### config.mk
export PLATFORM = sky130hd
export DESIGN_NAME = cwfc_top
export DESIGN_NICKNAME = d
export VERILOG_FILES = /design/src/hdl/cwfc_pkg.sv /design/src/hdl/cwfc_top.sv /design/src/hdl/cwfc_rx_calendar.sv
export SDC_FILE = /design/constraint.sdc
export NUM_CORES = 1
export LEC_CHECK = 0
export BUFFER_PORTS_ARGS = -buffer_cell sky130_fd_sc_hd__buf_4
export CAP_MARGIN = 0
export CORE_AREA = 2 2 264 266
export DETAILED_ROUTE_END_ITERATION = 10
export DIE_AREA = 0 0 266 268
export PLACE_DENSITY = 0.58
export SYNTH_ARGS = -nofsm -noshare
export SYNTH_HDL_FRONTEND = slang
export SYNTH_SLANG_ARGS = --single-unit
### constraint.sdc
create_clock -name ref_clk_in -period 3.7 [get_ports ref_clk_in]
set_clock_uncertainty 0.1 [all_clocks]
set_input_delay 0.185 -clock ref_clk_in [delete_from_list [all_inputs] [get_ports ref_clk_in]]
set_output_delay 0.185 -clock ref_clk_in [all_outputs]
set_load 0.05 [all_outputs]
### src/hdl/cwfc_pkg.sv
// Shared constants and types for the control word flow calendar block.
// Assumes one 40 MHz clock and an AHB-Lite register slave with 32-bit data.
package cwfc_pkg;

    // ========================================================================
    // Register map (byte addresses)
    localparam logic [7:0] ADDR_CTRL     = 8'h00;
    localparam logic [7:0] ADDR_TX_MU    = 8'h04;
    localparam logic [7:0] ADDR_STATUS   = 8'h08;
    localparam logic [7:0] ADDR_CAL_SEL  = 8'h0c;
    localparam logic [7:0] ADDR_CAL_WORD = 8'h10;

    // ========================================================================
    // Control register fields
    localparam int CTRL_RX_RESEND  = 0;
    localparam int CTRL_TX_RESEND  = 1;
    localparam int CTRL_RX_EXT_LO  = 2;
    localparam int CTRL_TX_EXT_LO  = 4;
    localparam int CTRL_CALLEN_LO  = 6;
    localparam int CTRL_MULT_LO    = 10;
    localparam int CTRL_INTERLEAVE = 13;
    localparam int CTRL_OOBPOS_LO  = 14;
    localparam logic [31:0] CTRL_RESET   = 32'h0000_0000;
    localparam logic [7:0]  TX_MU_RESET  = 8'h00;
    localparam logic [3:0]  CAL_SEL_RESET = 4'h0;

    // ========================================================================
    // Status register fields
    localparam int STAT_RX_MU_LO  = 0;
    localparam int STAT_TX_SEQ_LO = 8;
    localparam int STAT_OOB_REQ   = 16;
    localparam int STAT_CAL_LOCK  = 17;

    // ========================================================================
    // Calendar and multiplier encodings
    localparam int          CAL_ENTRIES   = 256;
    localparam int          CAL_GROUP_W   = 16;
    localparam logic [3:0]  CALLEN_16     = 4'h0;
    localparam logic [3:0]  CALLEN_32     = 4'h1;
    localparam logic [3:0]  CALLEN_64     = 4'h3;
    localparam logic [3:0]  CALLEN_128    = 4'h7;
    localparam logic [3:0]  CALLEN_256    = 4'hf;
    localparam logic [2:0]  MULT_CODE_MAX = 3'h5;
    localparam logic [7:0]  MU_FULL_MASK  = 8'hff;

    // ========================================================================
    // Side-band fields of one control word
    typedef struct packed {
        logic        restart;   // Word bit 56
        logic [15:0] fc;        // Word bits 55:40, fc[15] is bit 55
        logic [7:0]  mu;        // Word bits 31:24, mu[0] is bit 24
    } cwfc_side_t;

    typedef enum logic [1:0] {
        CAL_HUNT  = 2'b01,
        CAL_TRACK = 2'b10
    } cwfc_cal_state_t;

endpackage

### src/hdl/cwfc_top.sv
// Control word side-band handling: flow calendar pack and unpack,
// multi-use field insert and extract, resend sequence numbering.
// Assumes the framer strobes each control word in and out one per cycle,
// and an AHB-Lite master that only makes single word transfers.
//
// Behaviour
// - Resend off: latest word bits 31:24 out
// - Resend on: latest burst word sequence out
// - Channel extension zeroes top multi-use bits
// - One-cycle pulse when multi-use output updates
// - Flow bits 55:40, restart flag 56
// - Calendar one means on, zero off
// - Transmit entry 0 at bit 55, restart
// - Length codes select 16 to 256 entries
// - Receive unpacks calendar with same mapping
// - CRC24 error triggers resend of bursts
// - Resend request on agreed out-of-band bit
// - Sequence number repeated per multiplier bursts
// - Multipliers 1, 2, 4, 8, 16, 32
// - Transmit multi-use input into bits 31:24
//
// Chosen here: the AHB-Lite slave port and the register offsets.
`timescale 1ns/1ps
module cwfc_top (
    input  wire logic                 ref_clk_in,
    input  wire logic                 rst_n_in,
    // AHB-Lite slave
    input  wire logic                 hsel_in,
    input  wire logic [7:0]           haddr_in,
    input  wire logic [1:0]           htrans_in,
    input  wire logic                 hwrite_in,
    input  wire logic [2:0]           hsize_in,
    input  wire logic [31:0]          hwdata_in,
    input  wire logic                 hready_in,
    output logic [31:0]               hrdata_out,
    output logic                      hreadyout_out,
    output logic                      hresp_out,
    // Transmit control word side-band
    input  wire logic                 tx_cw_req_in,
    input  wire logic                 tx_cw_burst_in,
    input  wire logic [255:0]         tx_flow_calendar_in,
    output logic                      tx_cw_valid_out,
    output cwfc_pkg::cwfc_side_t      tx_cw_fields_out,
    // Receive control word side-band
    input  wire logic                 rx_cw_valid_in,
    input  wire logic                 rx_cw_burst_in,
    input  wire logic                 rx_crc24_error_in,
    input  wire cwfc_pkg::cwfc_side_t rx_cw_fields_in,
    output logic [7:0]                rx_multiuse_out,
    output logic                      rx_multiuse_updated_out,
    output logic [255:0]              rx_flow_calendar_out,
    // Resend control towards the out-of-band flow path and receiver
    output logic                      oob_resend_req_out,
    output logic [7:0]                oob_resend_pos_out,
    output logic                      rx_packet_interleave_sel_out
);

    // ========================================================================
    // Helper functions
    function automatic logic [7:0] mu_mask(input logic [1:0] ext);
        mu_mask = cwfc_pkg::MU_FULL_MASK >> ext;
    endfunction

    // Valid length codes equal the last group index; reserved codes fall
    // back to the shortest calendar so a bad value never reads stale entries
    function automatic logic [3:0] last_group(input logic [3:0] code);
        case (code)
            cwfc_pkg::CALLEN_16,
            cwfc_pkg::CALLEN_32,
            cwfc_pkg::CALLEN_64,
            cwfc_pkg::CALLEN_128,
            cwfc_pkg::CALLEN_256: last_group = code;
            default:              last_group = cwfc_pkg::CALLEN_16;
        endcase
    endfunction

    // ========================================================================
    // Register bus state
    logic [31:0] ctrl_reg,    ctrl_next;
    logic [7:0]  tx_mu_reg,   tx_mu_next;
    logic [3:0]  cal_sel_reg, cal_sel_next;
    logic        wr_pend_reg, wr_pend_next;
    logic [7:0]  wr_addr_reg, wr_addr_next;
    logic [31:0] rdata_reg,   rdata_next;

    logic        rx_resend_on;
    logic        tx_resend_on;
    logic [1:0]  rx_channel_extension_sel;
    logic [1:0]  tx_channel_extension_sel;
    logic [3:0]  tx_calendar_length_sel;
    logic [2:0]  mult_code;
    logic [3:0]  cal_last;
    logic [4:0]  mult_last;

    logic [15:0] rx_group_word;
    logic        rx_cal_locked;

    // ========================================================================
    // Data path state
    logic [3:0]  tx_group_reg, tx_group_next;
    logic [7:0]  tx_seq_reg,   tx_seq_next;
    logic [4:0]  tx_sub_reg,   tx_sub_next;
    logic        tx_vld_reg,   tx_vld_next;
    cwfc_pkg::cwfc_side_t tx_fld_reg, tx_fld_next;
    logic [7:0]  rx_mu_reg,    rx_mu_next;
    logic        rx_upd_reg,   rx_upd_next;
    logic        oob_req_reg,  oob_req_next;

    // Control field split
    assign rx_resend_on             = ctrl_reg[cwfc_pkg::CTRL_RX_RESEND];
    assign tx_resend_on             = ctrl_reg[cwfc_pkg::CTRL_TX_RESEND];
    assign rx_channel_extension_sel = ctrl_reg[cwfc_pkg::CTRL_RX_EXT_LO +: 2];
    assign tx_channel_extension_sel = ctrl_reg[cwfc_pkg::CTRL_TX_EXT_LO +: 2];
    assign tx_calendar_length_sel   = ctrl_reg[cwfc_pkg::CTRL_CALLEN_LO +: 4];
    assign mult_code                = ctrl_reg[cwfc_pkg::CTRL_MULT_LO +: 3];
    assign cal_last                 = last_group(tx_calendar_length_sel);

    // Unsupported multiplier codes run as times one
    assign mult_last = (mult_code > cwfc_pkg::MULT_CODE_MAX) ? 5'h00 :
                       5'((6'h01 << mult_code) - 6'h01);

    // ========================================================================
    // AHB-Lite slave: zero wait states, always OKAY, unmapped reads zero
    always_comb begin
        logic addr_ok;
        addr_ok      = hsel_in && htrans_in[1] && hready_in;
        ctrl_next    = ctrl_reg;
        tx_mu_next   = tx_mu_reg;
        cal_sel_next = cal_sel_reg;
        rdata_next   = rdata_reg;
        wr_pend_next = addr_ok && hwrite_in;
        wr_addr_next = addr_ok ? haddr_in : wr_addr_reg;
        // Data phase of an earlier write lands now
        if (wr_pend_reg) begin
            case (wr_addr_reg)
                cwfc_pkg::ADDR_CTRL:    ctrl_next    = hwdata_in;
                cwfc_pkg::ADDR_TX_MU:   tx_mu_next   = hwdata_in[7:0];
                cwfc_pkg::ADDR_CAL_SEL: cal_sel_next = hwdata_in[3:0];
                default:                ctrl_next    = ctrl_reg;
            endcase
        end
        // Read data sampled in the address phase, shown in the data phase
        if (addr_ok && !hwrite_in) begin
            case (haddr_in)
                cwfc_pkg::ADDR_CTRL:     rdata_next = ctrl_reg;
                cwfc_pkg::ADDR_TX_MU:    rdata_next = {24'h000000, tx_mu_reg};
                cwfc_pkg::ADDR_STATUS:   rdata_next = {14'h0000, rx_cal_locked,
                                                       oob_req_reg, tx_seq_reg,
                                                       rx_mu_reg};
                cwfc_pkg::ADDR_CAL_SEL:  rdata_next = {28'h0000000, cal_sel_reg};
                cwfc_pkg::ADDR_CAL_WORD: rdata_next = {16'h0000, rx_group_word};
                default:                 rdata_next = 32'h0000_0000;
            endcase
        end
    end

    // Bus registers
    always_ff @(posedge ref_clk_in or negedge rst_n_in) begin
        if (!rst_n_in) begin
            ctrl_reg    <= cwfc_pkg::CTRL_RESET;
            tx_mu_reg   <= cwfc_pkg::TX_MU_RESET;
            cal_sel_reg <= cwfc_pkg::CAL_SEL_RESET;
            wr_pend_reg <= 1'b0;
            wr_addr_reg <= 8'h00;
            rdata_reg   <= 32'h0000_0000;
        end else begin
            ctrl_reg    <= ctrl_next;
            tx_mu_reg   <= tx_mu_next;
            cal_sel_reg <= cal_sel_next;
            wr_pend_reg <= wr_pend_next;
            wr_addr_reg <= wr_addr_next;
            rdata_reg   <= rdata_next;
        end
    end

    // ========================================================================
    // Transmit: calendar packing, multi-use insert, sequence numbering
    always_comb begin
        logic [7:0] idx;
        logic [7:0] mu_raw;
        idx           = 8'h00;
        tx_group_next = tx_group_reg;
        tx_seq_next   = tx_seq_reg;
        tx_sub_next   = tx_sub_reg;
        tx_vld_next   = tx_cw_req_in;
        tx_fld_next   = tx_fld_reg;
        mu_raw        = tx_resend_on ? tx_seq_reg : tx_mu_reg;
        if (tx_cw_req_in) begin
            tx_fld_next.restart = (tx_group_reg == 4'h0);
            for (int i = 0; i < cwfc_pkg::CAL_GROUP_W; i++) begin
                idx = {tx_group_reg, 4'(i)};
                tx_fld_next.fc[15 - i] = tx_flow_calendar_in[idx];
            end
            tx_group_next = (tx_group_reg >= cal_last) ? 4'h0 : tx_group_reg + 4'h1;
            tx_fld_next.mu = mu_raw & mu_mask(tx_channel_extension_sel);
            // One number covers mult bursts, then steps within the free bits
            if (tx_resend_on && tx_cw_burst_in) begin
                if (tx_sub_reg >= mult_last) begin
                    tx_sub_next = 5'h00;
                    tx_seq_next = (tx_seq_reg + 8'h01)
                                  & mu_mask(tx_channel_extension_sel);
                end else begin
                    tx_sub_next = tx_sub_reg + 5'h01;
                end
            end
        end
        // Leaving resend mode restarts numbering from zero
        if (!tx_resend_on) begin
            tx_seq_next = 8'h00;
            tx_sub_next = 5'h00;
        end
    end

    // Transmit registers
    always_ff @(posedge ref_clk_in or negedge rst_n_in) begin
        if (!rst_n_in) begin
            tx_group_reg <= 4'h0;
            tx_seq_reg   <= 8'h00;
            tx_sub_reg   <= 5'h00;
            tx_vld_reg   <= 1'b0;
            tx_fld_reg   <= '0;
        end else begin
            tx_group_reg <= tx_group_next;
            tx_seq_reg   <= tx_seq_next;
            tx_sub_reg   <= tx_sub_next;
            tx_vld_reg   <= tx_vld_next;
            tx_fld_reg   <= tx_fld_next;
        end
    end

    // ========================================================================
    // Receive: multi-use extract and resend request
    always_comb begin
        logic take;
        take         = rx_cw_valid_in && (!rx_resend_on || rx_cw_burst_in);
        rx_mu_next   = rx_mu_reg;
        rx_upd_next  = 1'b0;
        oob_req_next = oob_req_reg;
        if (take) begin
            rx_mu_next  = rx_cw_fields_in.mu & mu_mask(rx_channel_extension_sel);
            rx_upd_next = 1'b1;
        end
        // A clean burst word marks the resend start; a new error wins
        if (rx_cw_valid_in && rx_cw_burst_in && !rx_crc24_error_in) begin
            oob_req_next = 1'b0;
        end
        if (rx_resend_on && rx_crc24_error_in) begin
            oob_req_next = 1'b1;
        end
        if (!rx_resend_on) begin
            oob_req_next = 1'b0;
        end
    end

    // Receive registers
    always_ff @(posedge ref_clk_in or negedge rst_n_in) begin
        if (!rst_n_in) begin
            rx_mu_reg   <= 8'h00;
            rx_upd_reg  <= 1'b0;
            oob_req_reg <= 1'b0;
        end else begin
            rx_mu_reg   <= rx_mu_next;
            rx_upd_reg  <= rx_upd_next;
            oob_req_reg <= oob_req_next;
        end
    end

    // ========================================================================
    // Receive calendar store
    cwfc_rx_calendar u_rx_cal (
        .ref_clk_in     (ref_clk_in),
        .rst_n_in       (rst_n_in),
        .cw_valid_in    (rx_cw_valid_in),
        .cw_fields_in   (rx_cw_fields_in),
        .last_group_in  (cal_last),
        .group_sel_in   (cal_sel_reg),
        .calendar_out   (rx_flow_calendar_out),
        .group_word_out (rx_group_word),
        .locked_out     (rx_cal_locked)
    );

    // ========================================================================
    // Outputs from flip-flops, except the constant hreadyout_out and hresp_out
    assign hrdata_out                   = rdata_reg;
    assign hreadyout_out                = 1'b1;
    assign hresp_out                    = 1'b0;
    assign tx_cw_valid_out              = tx_vld_reg;
    assign tx_cw_fields_out             = tx_fld_reg;
    assign rx_multiuse_out              = rx_mu_reg;
    assign rx_multiuse_updated_out      = rx_upd_reg;
    assign oob_resend_req_out           = oob_req_reg;
    assign oob_resend_pos_out           = ctrl_reg[cwfc_pkg::CTRL_OOBPOS_LO +: 8];
    assign rx_packet_interleave_sel_out = ctrl_reg[cwfc_pkg::CTRL_INTERLEAVE];

endmodule

### src/hdl/cwfc_rx_calendar.sv
// Receive flow calendar store: unpacks in-band flow bits into 256 entries.
// Assumes a fresh control word is flagged by a one-cycle valid strobe.
`timescale 1ns/1ps
module cwfc_rx_calendar (
    input  wire logic               ref_clk_in,
    input  wire logic               rst_n_in,
    input  wire logic               cw_valid_in,
    input  wire cwfc_pkg::cwfc_side_t cw_fields_in,
    input  wire logic [3:0]         last_group_in,
    input  wire logic [3:0]         group_sel_in,
    output logic [255:0]            calendar_out,
    output logic [15:0]             group_word_out,
    output logic                    locked_out
);

    // ========================================================================
    // State
    cwfc_pkg::cwfc_cal_state_t state_reg, state_next;
    logic [4:0]   group_reg, group_next;
    logic [255:0] cal_reg, cal_next;

    // Follow restart flags; a word past the calendar end drops back to hunt
    always_comb begin
        logic [7:0] idx;
        logic [4:0] wr_group;
        logic       do_write;
        idx        = 8'h00;
        state_next = state_reg;
        group_next = group_reg;
        cal_next   = cal_reg;
        wr_group   = group_reg;
        do_write   = 1'b0;
        if (cw_valid_in) begin
            case (state_reg)
                cwfc_pkg::CAL_HUNT: begin
                    if (cw_fields_in.restart) begin
                        wr_group   = 5'h00;
                        do_write   = 1'b1;
                        state_next = cwfc_pkg::CAL_TRACK;
                    end
                end
                cwfc_pkg::CAL_TRACK: begin
                    if (cw_fields_in.restart) begin
                        wr_group = 5'h00;
                        do_write = 1'b1;
                    end else if (group_reg > {1'b0, last_group_in}) begin
                        state_next = cwfc_pkg::CAL_HUNT;
                    end else begin
                        do_write = 1'b1;
                    end
                end
                default: begin
                    state_next = cwfc_pkg::CAL_HUNT;
                end
            endcase
        end
        if (do_write) begin
            for (int i = 0; i < cwfc_pkg::CAL_GROUP_W; i++) begin
                idx = {wr_group[3:0], 4'(i)};
                cal_next[idx] = cw_fields_in.fc[15 - i];
            end
            group_next = wr_group + 5'h01;
        end
    end

    // Untouched entries keep their last value
    always_ff @(posedge ref_clk_in or negedge rst_n_in) begin
        if (!rst_n_in) begin
            state_reg <= cwfc_pkg::CAL_HUNT;
            group_reg <= 5'h00;
            cal_reg   <= '0;
        end else begin
            state_reg <= state_next;
            group_reg <= group_next;
            cal_reg   <= cal_next;
        end
    end

    assign calendar_out   = cal_reg;
    assign group_word_out = cal_reg[{group_sel_in, 4'h0} +: 16];
    assign locked_out     = (state_reg == cwfc_pkg::CAL_TRACK);

endmodule

# Yosys cells after proc, flatten, opt, wreduce, memory -nomap -nowiden
# Index checks and enable logic that the tools add are counted.
# W data, S select, Z words.
[word_totals]
word_cells = 252
out_inout_bits = 335
register_bits = 401
[op_classes]
n_reduce_logical = 41
n_lt_le_gt_ge = 52
n_bitwise = 3
shifts = 4
add_sub_neg = 5
muxes = 109
n_eq_ne = 19
[op_table]
columns = ["cell", "n"]
rows = [
  ["$bwmux W256", 16],
  ["$lt A8 B9 Y1 const B", 32],
  ["$shiftx A256 B9 Y16", 1],
  ["$pmux W32 S5", 1],
  ["$ge A8 B1 Y1 const B", 16],
  ["$bmux W1 S4", 16],
  ["$demux W1 S4", 16],
  ["$mux W1", 40],
  ["$mux W5", 8],
  ["$mux W8", 5],
  ["$logic_and A1 B1 Y1", 25],
  ["$and A8 B8 Y8", 3],
  ["$eq A8 B4 Y1 const B", 3],
  ["$eq A8 B3 Y1 const B", 2],
  ["$logic_not A8 Y1", 2],
  ["$shr A8 B2 Y8 const A", 2],
  ["$add A5 B1 Y5 const B", 2],
  ["$add A8 B1 Y8 const B", 1],
  ["$eq A8 B5 Y1 const B", 1],
  ["$logic_not A4 Y1", 2],
  ["$mux W4", 2],
  ["$reduce_and A2 Y1", 4],
  ["$mux W2", 3],
  ["$ne A2 B1 Y1 const B", 3],
  ["other kinds (23)", 27],
]

# Logic depth before layout (Yosys ltp)
[depth]
word_depth = 24
depth_mapped = 13
depth_no_buf = 12

# Hierarchy
# Synthesis repeated with hierarchy kept, for this count alone.
[unflattened]
hier_cells = 1507
hier_area_um2 = 20747.4
[by_module_without_submodules]
columns = ["mod", "area_each_um2", "instances", "cells_each"]
rows = [
  ["cwfc_rx_calendar", 12557.0, 1, 749],
  ["cwfc_top", 8190.4, 1, 758],
]

# Worst setup path after synthesis
# No wires, ideal clock.
[synth_path]
path_kind = "register -> register"
start = "register ctrl_reg[12]"
end = "register tx_seq_reg[6]"
setup_ns = 0.084
slack_ns = 0.580
required_ns = 3.516
stages_incl_launch_ff = 13
t_arrival_ns = 2.936
path_buffers = 1
cell_sequence = "dfrtp_1 -> clkbuf_1 -> or3_1 -> ha_1 -> or3_1 -> a21oi_1 -> a21oi_1 -> ha_1 -> nand2_1 -> o21ai_0 -> a41oi_1 -> or4_1 -> a21boi_0"
[synth_via]
elab_chain_len = 6
elab_cells_between_ends = 7
[synth_lines]
columns = ["item", "line", "source"]
rows = [
  ["from (decl)", "cwfc_top.sv:79", "logic [31:0] ctrl_reg, ctrl_next;"],
  ["from (signal assigned)", "cwfc_top.sv:160", "ctrl_reg <= cwfc_pkg::CTRL_RESET;"],
  ["from (signal assigned)", "cwfc_top.sv:167", "ctrl_reg <= ctrl_next;"],
  ["$shl A1 B3 Y5", "cwfc_top.sv:120", "5'((6'h01 << mult_code) - 6'h01);"],
  ["$sub A5 B1 Y5", "cwfc_top.sv:120", ""],
  ["$mux W5 (*)", "cwfc_top.sv:119", "assign mult_last = (mult_code > cwfc_pkg::MULT_CODE_MAX) ? 5'h00 :"],
  ["$ge A5 B5 Y1 (*)", "cwfc_top.sv:198", "if (tx_sub_reg >= mult_last) begin"],
  ["$ne A2 B1 Y1 (no line) (*)", "n/a", ""],
  ["$reduce_and A3 Y1 (no line) (*)", "n/a", ""],
  ["to (signal assigned)", "cwfc_top.sv:224", "tx_seq_reg <= tx_seq_next;"],
  ["to (decl)", "cwfc_top.sv:101", "logic [7:0] tx_seq_reg, tx_seq_next;"],
]
# Every way passes the cells marked *; elsewhere a longest branch is shown, timed or not.
# A chain may end at the register's enable or synchronous reset.

# Worst setup path after layout
# Same ends and word-level chain as after synthesis.

==> metrics <==
status completed; hpwl dp 65500 um; CP Launch Type flip-flop; chip height between 200 and 300 um; WP data arrival between 3 and 4 ns; worst-skew pair later-pin latency roughly 0.6 ns; Post-synth EDFFs 0; required time of the critical path slightly above 4 ns; Post-CTS Resized 0; average cell area after synthesis between 10 and 15 um^2; syn_nets about 1900; max_slew headroom ~15%; CP max FO 9; grt ovf 0; CTS tree built; drt pass-1 iters 5; die span in x approximately 270 um; Pwr per Cell Area 602 nW/um^2; Setup crit end tx_seq_reg[6]; sequential fraction of the synthesis area 48.2%; cell taking the most area after synthesis dfrtp_1; Core ar. 68200 um^2; cells on worst reg2reg path 11; vias per cell between 5 and 6; worst-margin pin slew 1.28 ns; crit path from ctrl_reg[12]; CP Capture Type flip-flop; Initial Util approximately 30%; Post-Syn Area 20800 um^2; IO Pins approximately 670; top cell type's share of synthesized area 48.1%; Largest register FFs between 200 and 300; Tot Pwr 17.6 mW; # Max-Cap Violations 0; worst setup path class reg2reg; crit share post-route roughly 90%; critical path's largest stage delay between 0.4 and 0.5 ns; predominant post-synthesis flop cell dfrtp_1; RSZ-0062 raised after global routing no; Peak VDD IR between 0.3 and 0.4 mV; Port Buf Inserts 664; Worst R2R Start ctrl_reg[12]; synthesized instance count 1581; FMAX roughly 300 MHz; Num CTS Buffers between 40 and 50; Cell Rows 96; number of global-route vias before repair 17600; fraction of registers with async set/reset 100%; Max clock buf depth 3; Syn. warnings 0; slowest CP cell or4_1; first-pass GRT wire length 123000 um; # setup viols final 0; post-CTS setup buffers 0; Worst-path clk slew around 0.060 ns; layout cells sized above 1 54.4%; HP Class in2reg; All-Layer GR Usage approximately a quarter; final worst path period need 3.41 ns; Reg2Reg Capture Point tx_seq_reg[6]; Avg WL per Cell around 27 um; max-slew violations 0; Root Driver clkbuf_16; WL final around 87000 um; area delta synth->final 40.5%; #FFs+latches synth around 400; Setup TNS Final 0 ns; via total after detailed routing approximately 17000; crit-path cells or3_1, ha_1, or3_1, a21oi_1, a21oi_1, ha_1, nand2_1, o21ai_0, a41oi_1, or4_1, a21boi_0; Routability Congestion about 0.93; Pleak between 10 and 15 nW; initial antenna violation count 13; Final nets between 2000 and 3000; FF-to-FF setup slack between 0.2 and 0.3 ns; drt drc 0; H-tree level count 2; Synth area leaders dfrtp_1 (48%), mux2_2 (17%), mux4_2 (13%); First DRT Iteration DRCs 1025; Synth cell types a little over 60; final antenna-violating net count 0; Fin. Hold Viols 0; die area a little over 70000 um^2; clk sinks 401; largest net degree at the start of global routing approximately 100
==> cells in the final DEF (no fill, tap or decap), types with 4 or more instances in the layout <==
cell type        n
nor3_1          10
nand4_1          7
clkbuf_16       48
a2bb2oi_1        9
a31oi_1          5
clkinv_2         5
dfrtp_1        395
o21ai_0         54
o211ai_1         6
mux2_2         318
a32oi_1          4
ha_1            24
nand2b_1        12
buf_12          18
a21oi_1         20
buf_4          695
a22o_1          20
clkbuf_8         7
nor3_4          13
nor2_1          26
mux2_4          10
or3_1            9
and3_1           5
o311ai_0         4
and2_1           7
a21boi_0         4
nand2_1        172
nand3_1         25
clkbuf_1        11
inv_1           38
a221oi_1         6
nor2b_1          8
mux2i_1         50
dlygate4sd3_1   71
a22oi_1         23
diode_2          7
clkinvlp_4       7
mux4_2         120
==> where the power goes <==
group	switching, mW	internal (mW)	total [mW]
Combinational	4.45	2.50	6.95
Sequential	0.765	5.24	6.00
Clock	2.02	2.62	4.63
Total	7.23	10.4	17.6
==> worst min-delay path by stage <==
stage	start	endpoint	slack [ns]	cells past startpoint
floorplan	rst_n_in	cal_sel_reg[0]	-0.21	0
global placement	rst_n_in	rx_multiuse_out[5]	0.20	1
detailed placement	rst_n_in	rx_multiuse_out[5]	0.21	1
CTS	haddr_in[3]	hrdata_out[17]	0.006	3
global route	haddr_in[3]	hrdata_out[17]	0.04	3
finish	htrans_in[1]	wr_pend_reg	0.05	3
==> worst max-delay path, delay by kind of cell (launching register included) <==
kind,cells,cell delay (ns)
AOI/OAI and AO/OA,5,0.96
adders and majority gates,2,0.53
DFF,1,0.47
and+or+nand+nor,4,1.28
==> synth_stat cells (5+ instances only) <==
master     number
ha_1           24
a2bb2oi_1       9
nor2b_1         9
a221oi_1        6
a31oi_1         5
buf_2          29
or3_1           9
nor3_4          5
clkbuf_1       55
buf_4          24
mux2_4         10
a21oi_1        21
nor2_1         26
nand3_1        25
mux4_2        120
mux2_2        318
and2_1          7
nand2b_1       12
mux2i_1        50
nor3_1         11
buf_1          14
inv_1          38
a22oi_1        23
o211ai_1        6
nand4_1         7
and3_1          5
o21ai_0        54
dfrtp_1       400
nand2_1       172
a22o_1         20
nor3_2          8
==> cells by family (layout without fill, tap and decap cells) <==
logic type	count (synthesis)	after routing	share of synthesized area, %
other	2	9	0.0361
AO/OA/AOI/OAI	177	177	5.76
flip-flops	401	401	48.2
multiplexers	500	500	33.4
buffers and inverters	163	908	3.66
AND/OR/NAND/NOR	312	312	7.34
adder cells (fa/ha/maj)	24	24	1.44
XOR/XNOR	2	2	0.0842
==> timing repair <==
| item | CTS | global route |
|---|---|---|
| endpoints found under the setup margin | 0 | 0 |
| hold buffers | 71 | 0 |
| hold endpoints to repair | 443 | 0 |
==> routing by layer <==
metal | GRT usage [%] | part of all wire [%] | vias up | wire length, um
met5 | 0 | 0.063 | - | 55
met4 | 8.49 | 3.6 | 8 | 3110
met3 | 6.88 | 7.5 | 133 | 6570
met2 | 40.2 | 49 | 624 | 42800
met1 | 28.5 | 40 | 8755 | 34800
li1 | - | - | 7297 | -
==> final cells by class <==
cell class | count | area, um^2
clock buffers | 66 | 1340
diodes | 7 | 17.5
well taps | 882 | 1100
fillers | 6393 | 39000
repair buffers | 785 | 6300
clock inverters | 19 | 189
inverters | 38 | 143
flip-flops and latches | 401 | 10000
multi-input cells | 1017 | 10100
==> through the flow <==
stage,cells,worst slack (ns),util [%],area [um^2],hold WS [ns]
after floorplan,1581,0.580,-,20800,-0.211
after global placement,3052,0.404,39.5,27000,0.199
after detailed placement,3052,0.296,39.5,27000,0.208
after CTS,3208,0.278,42.8,29200,0.00647
after global routing,3213,0.00563,42.8,29200,0.0409
final,3215,0.289,42.8,29200,0.0532
Note: power is estimated with default switching activity, not from simulation.
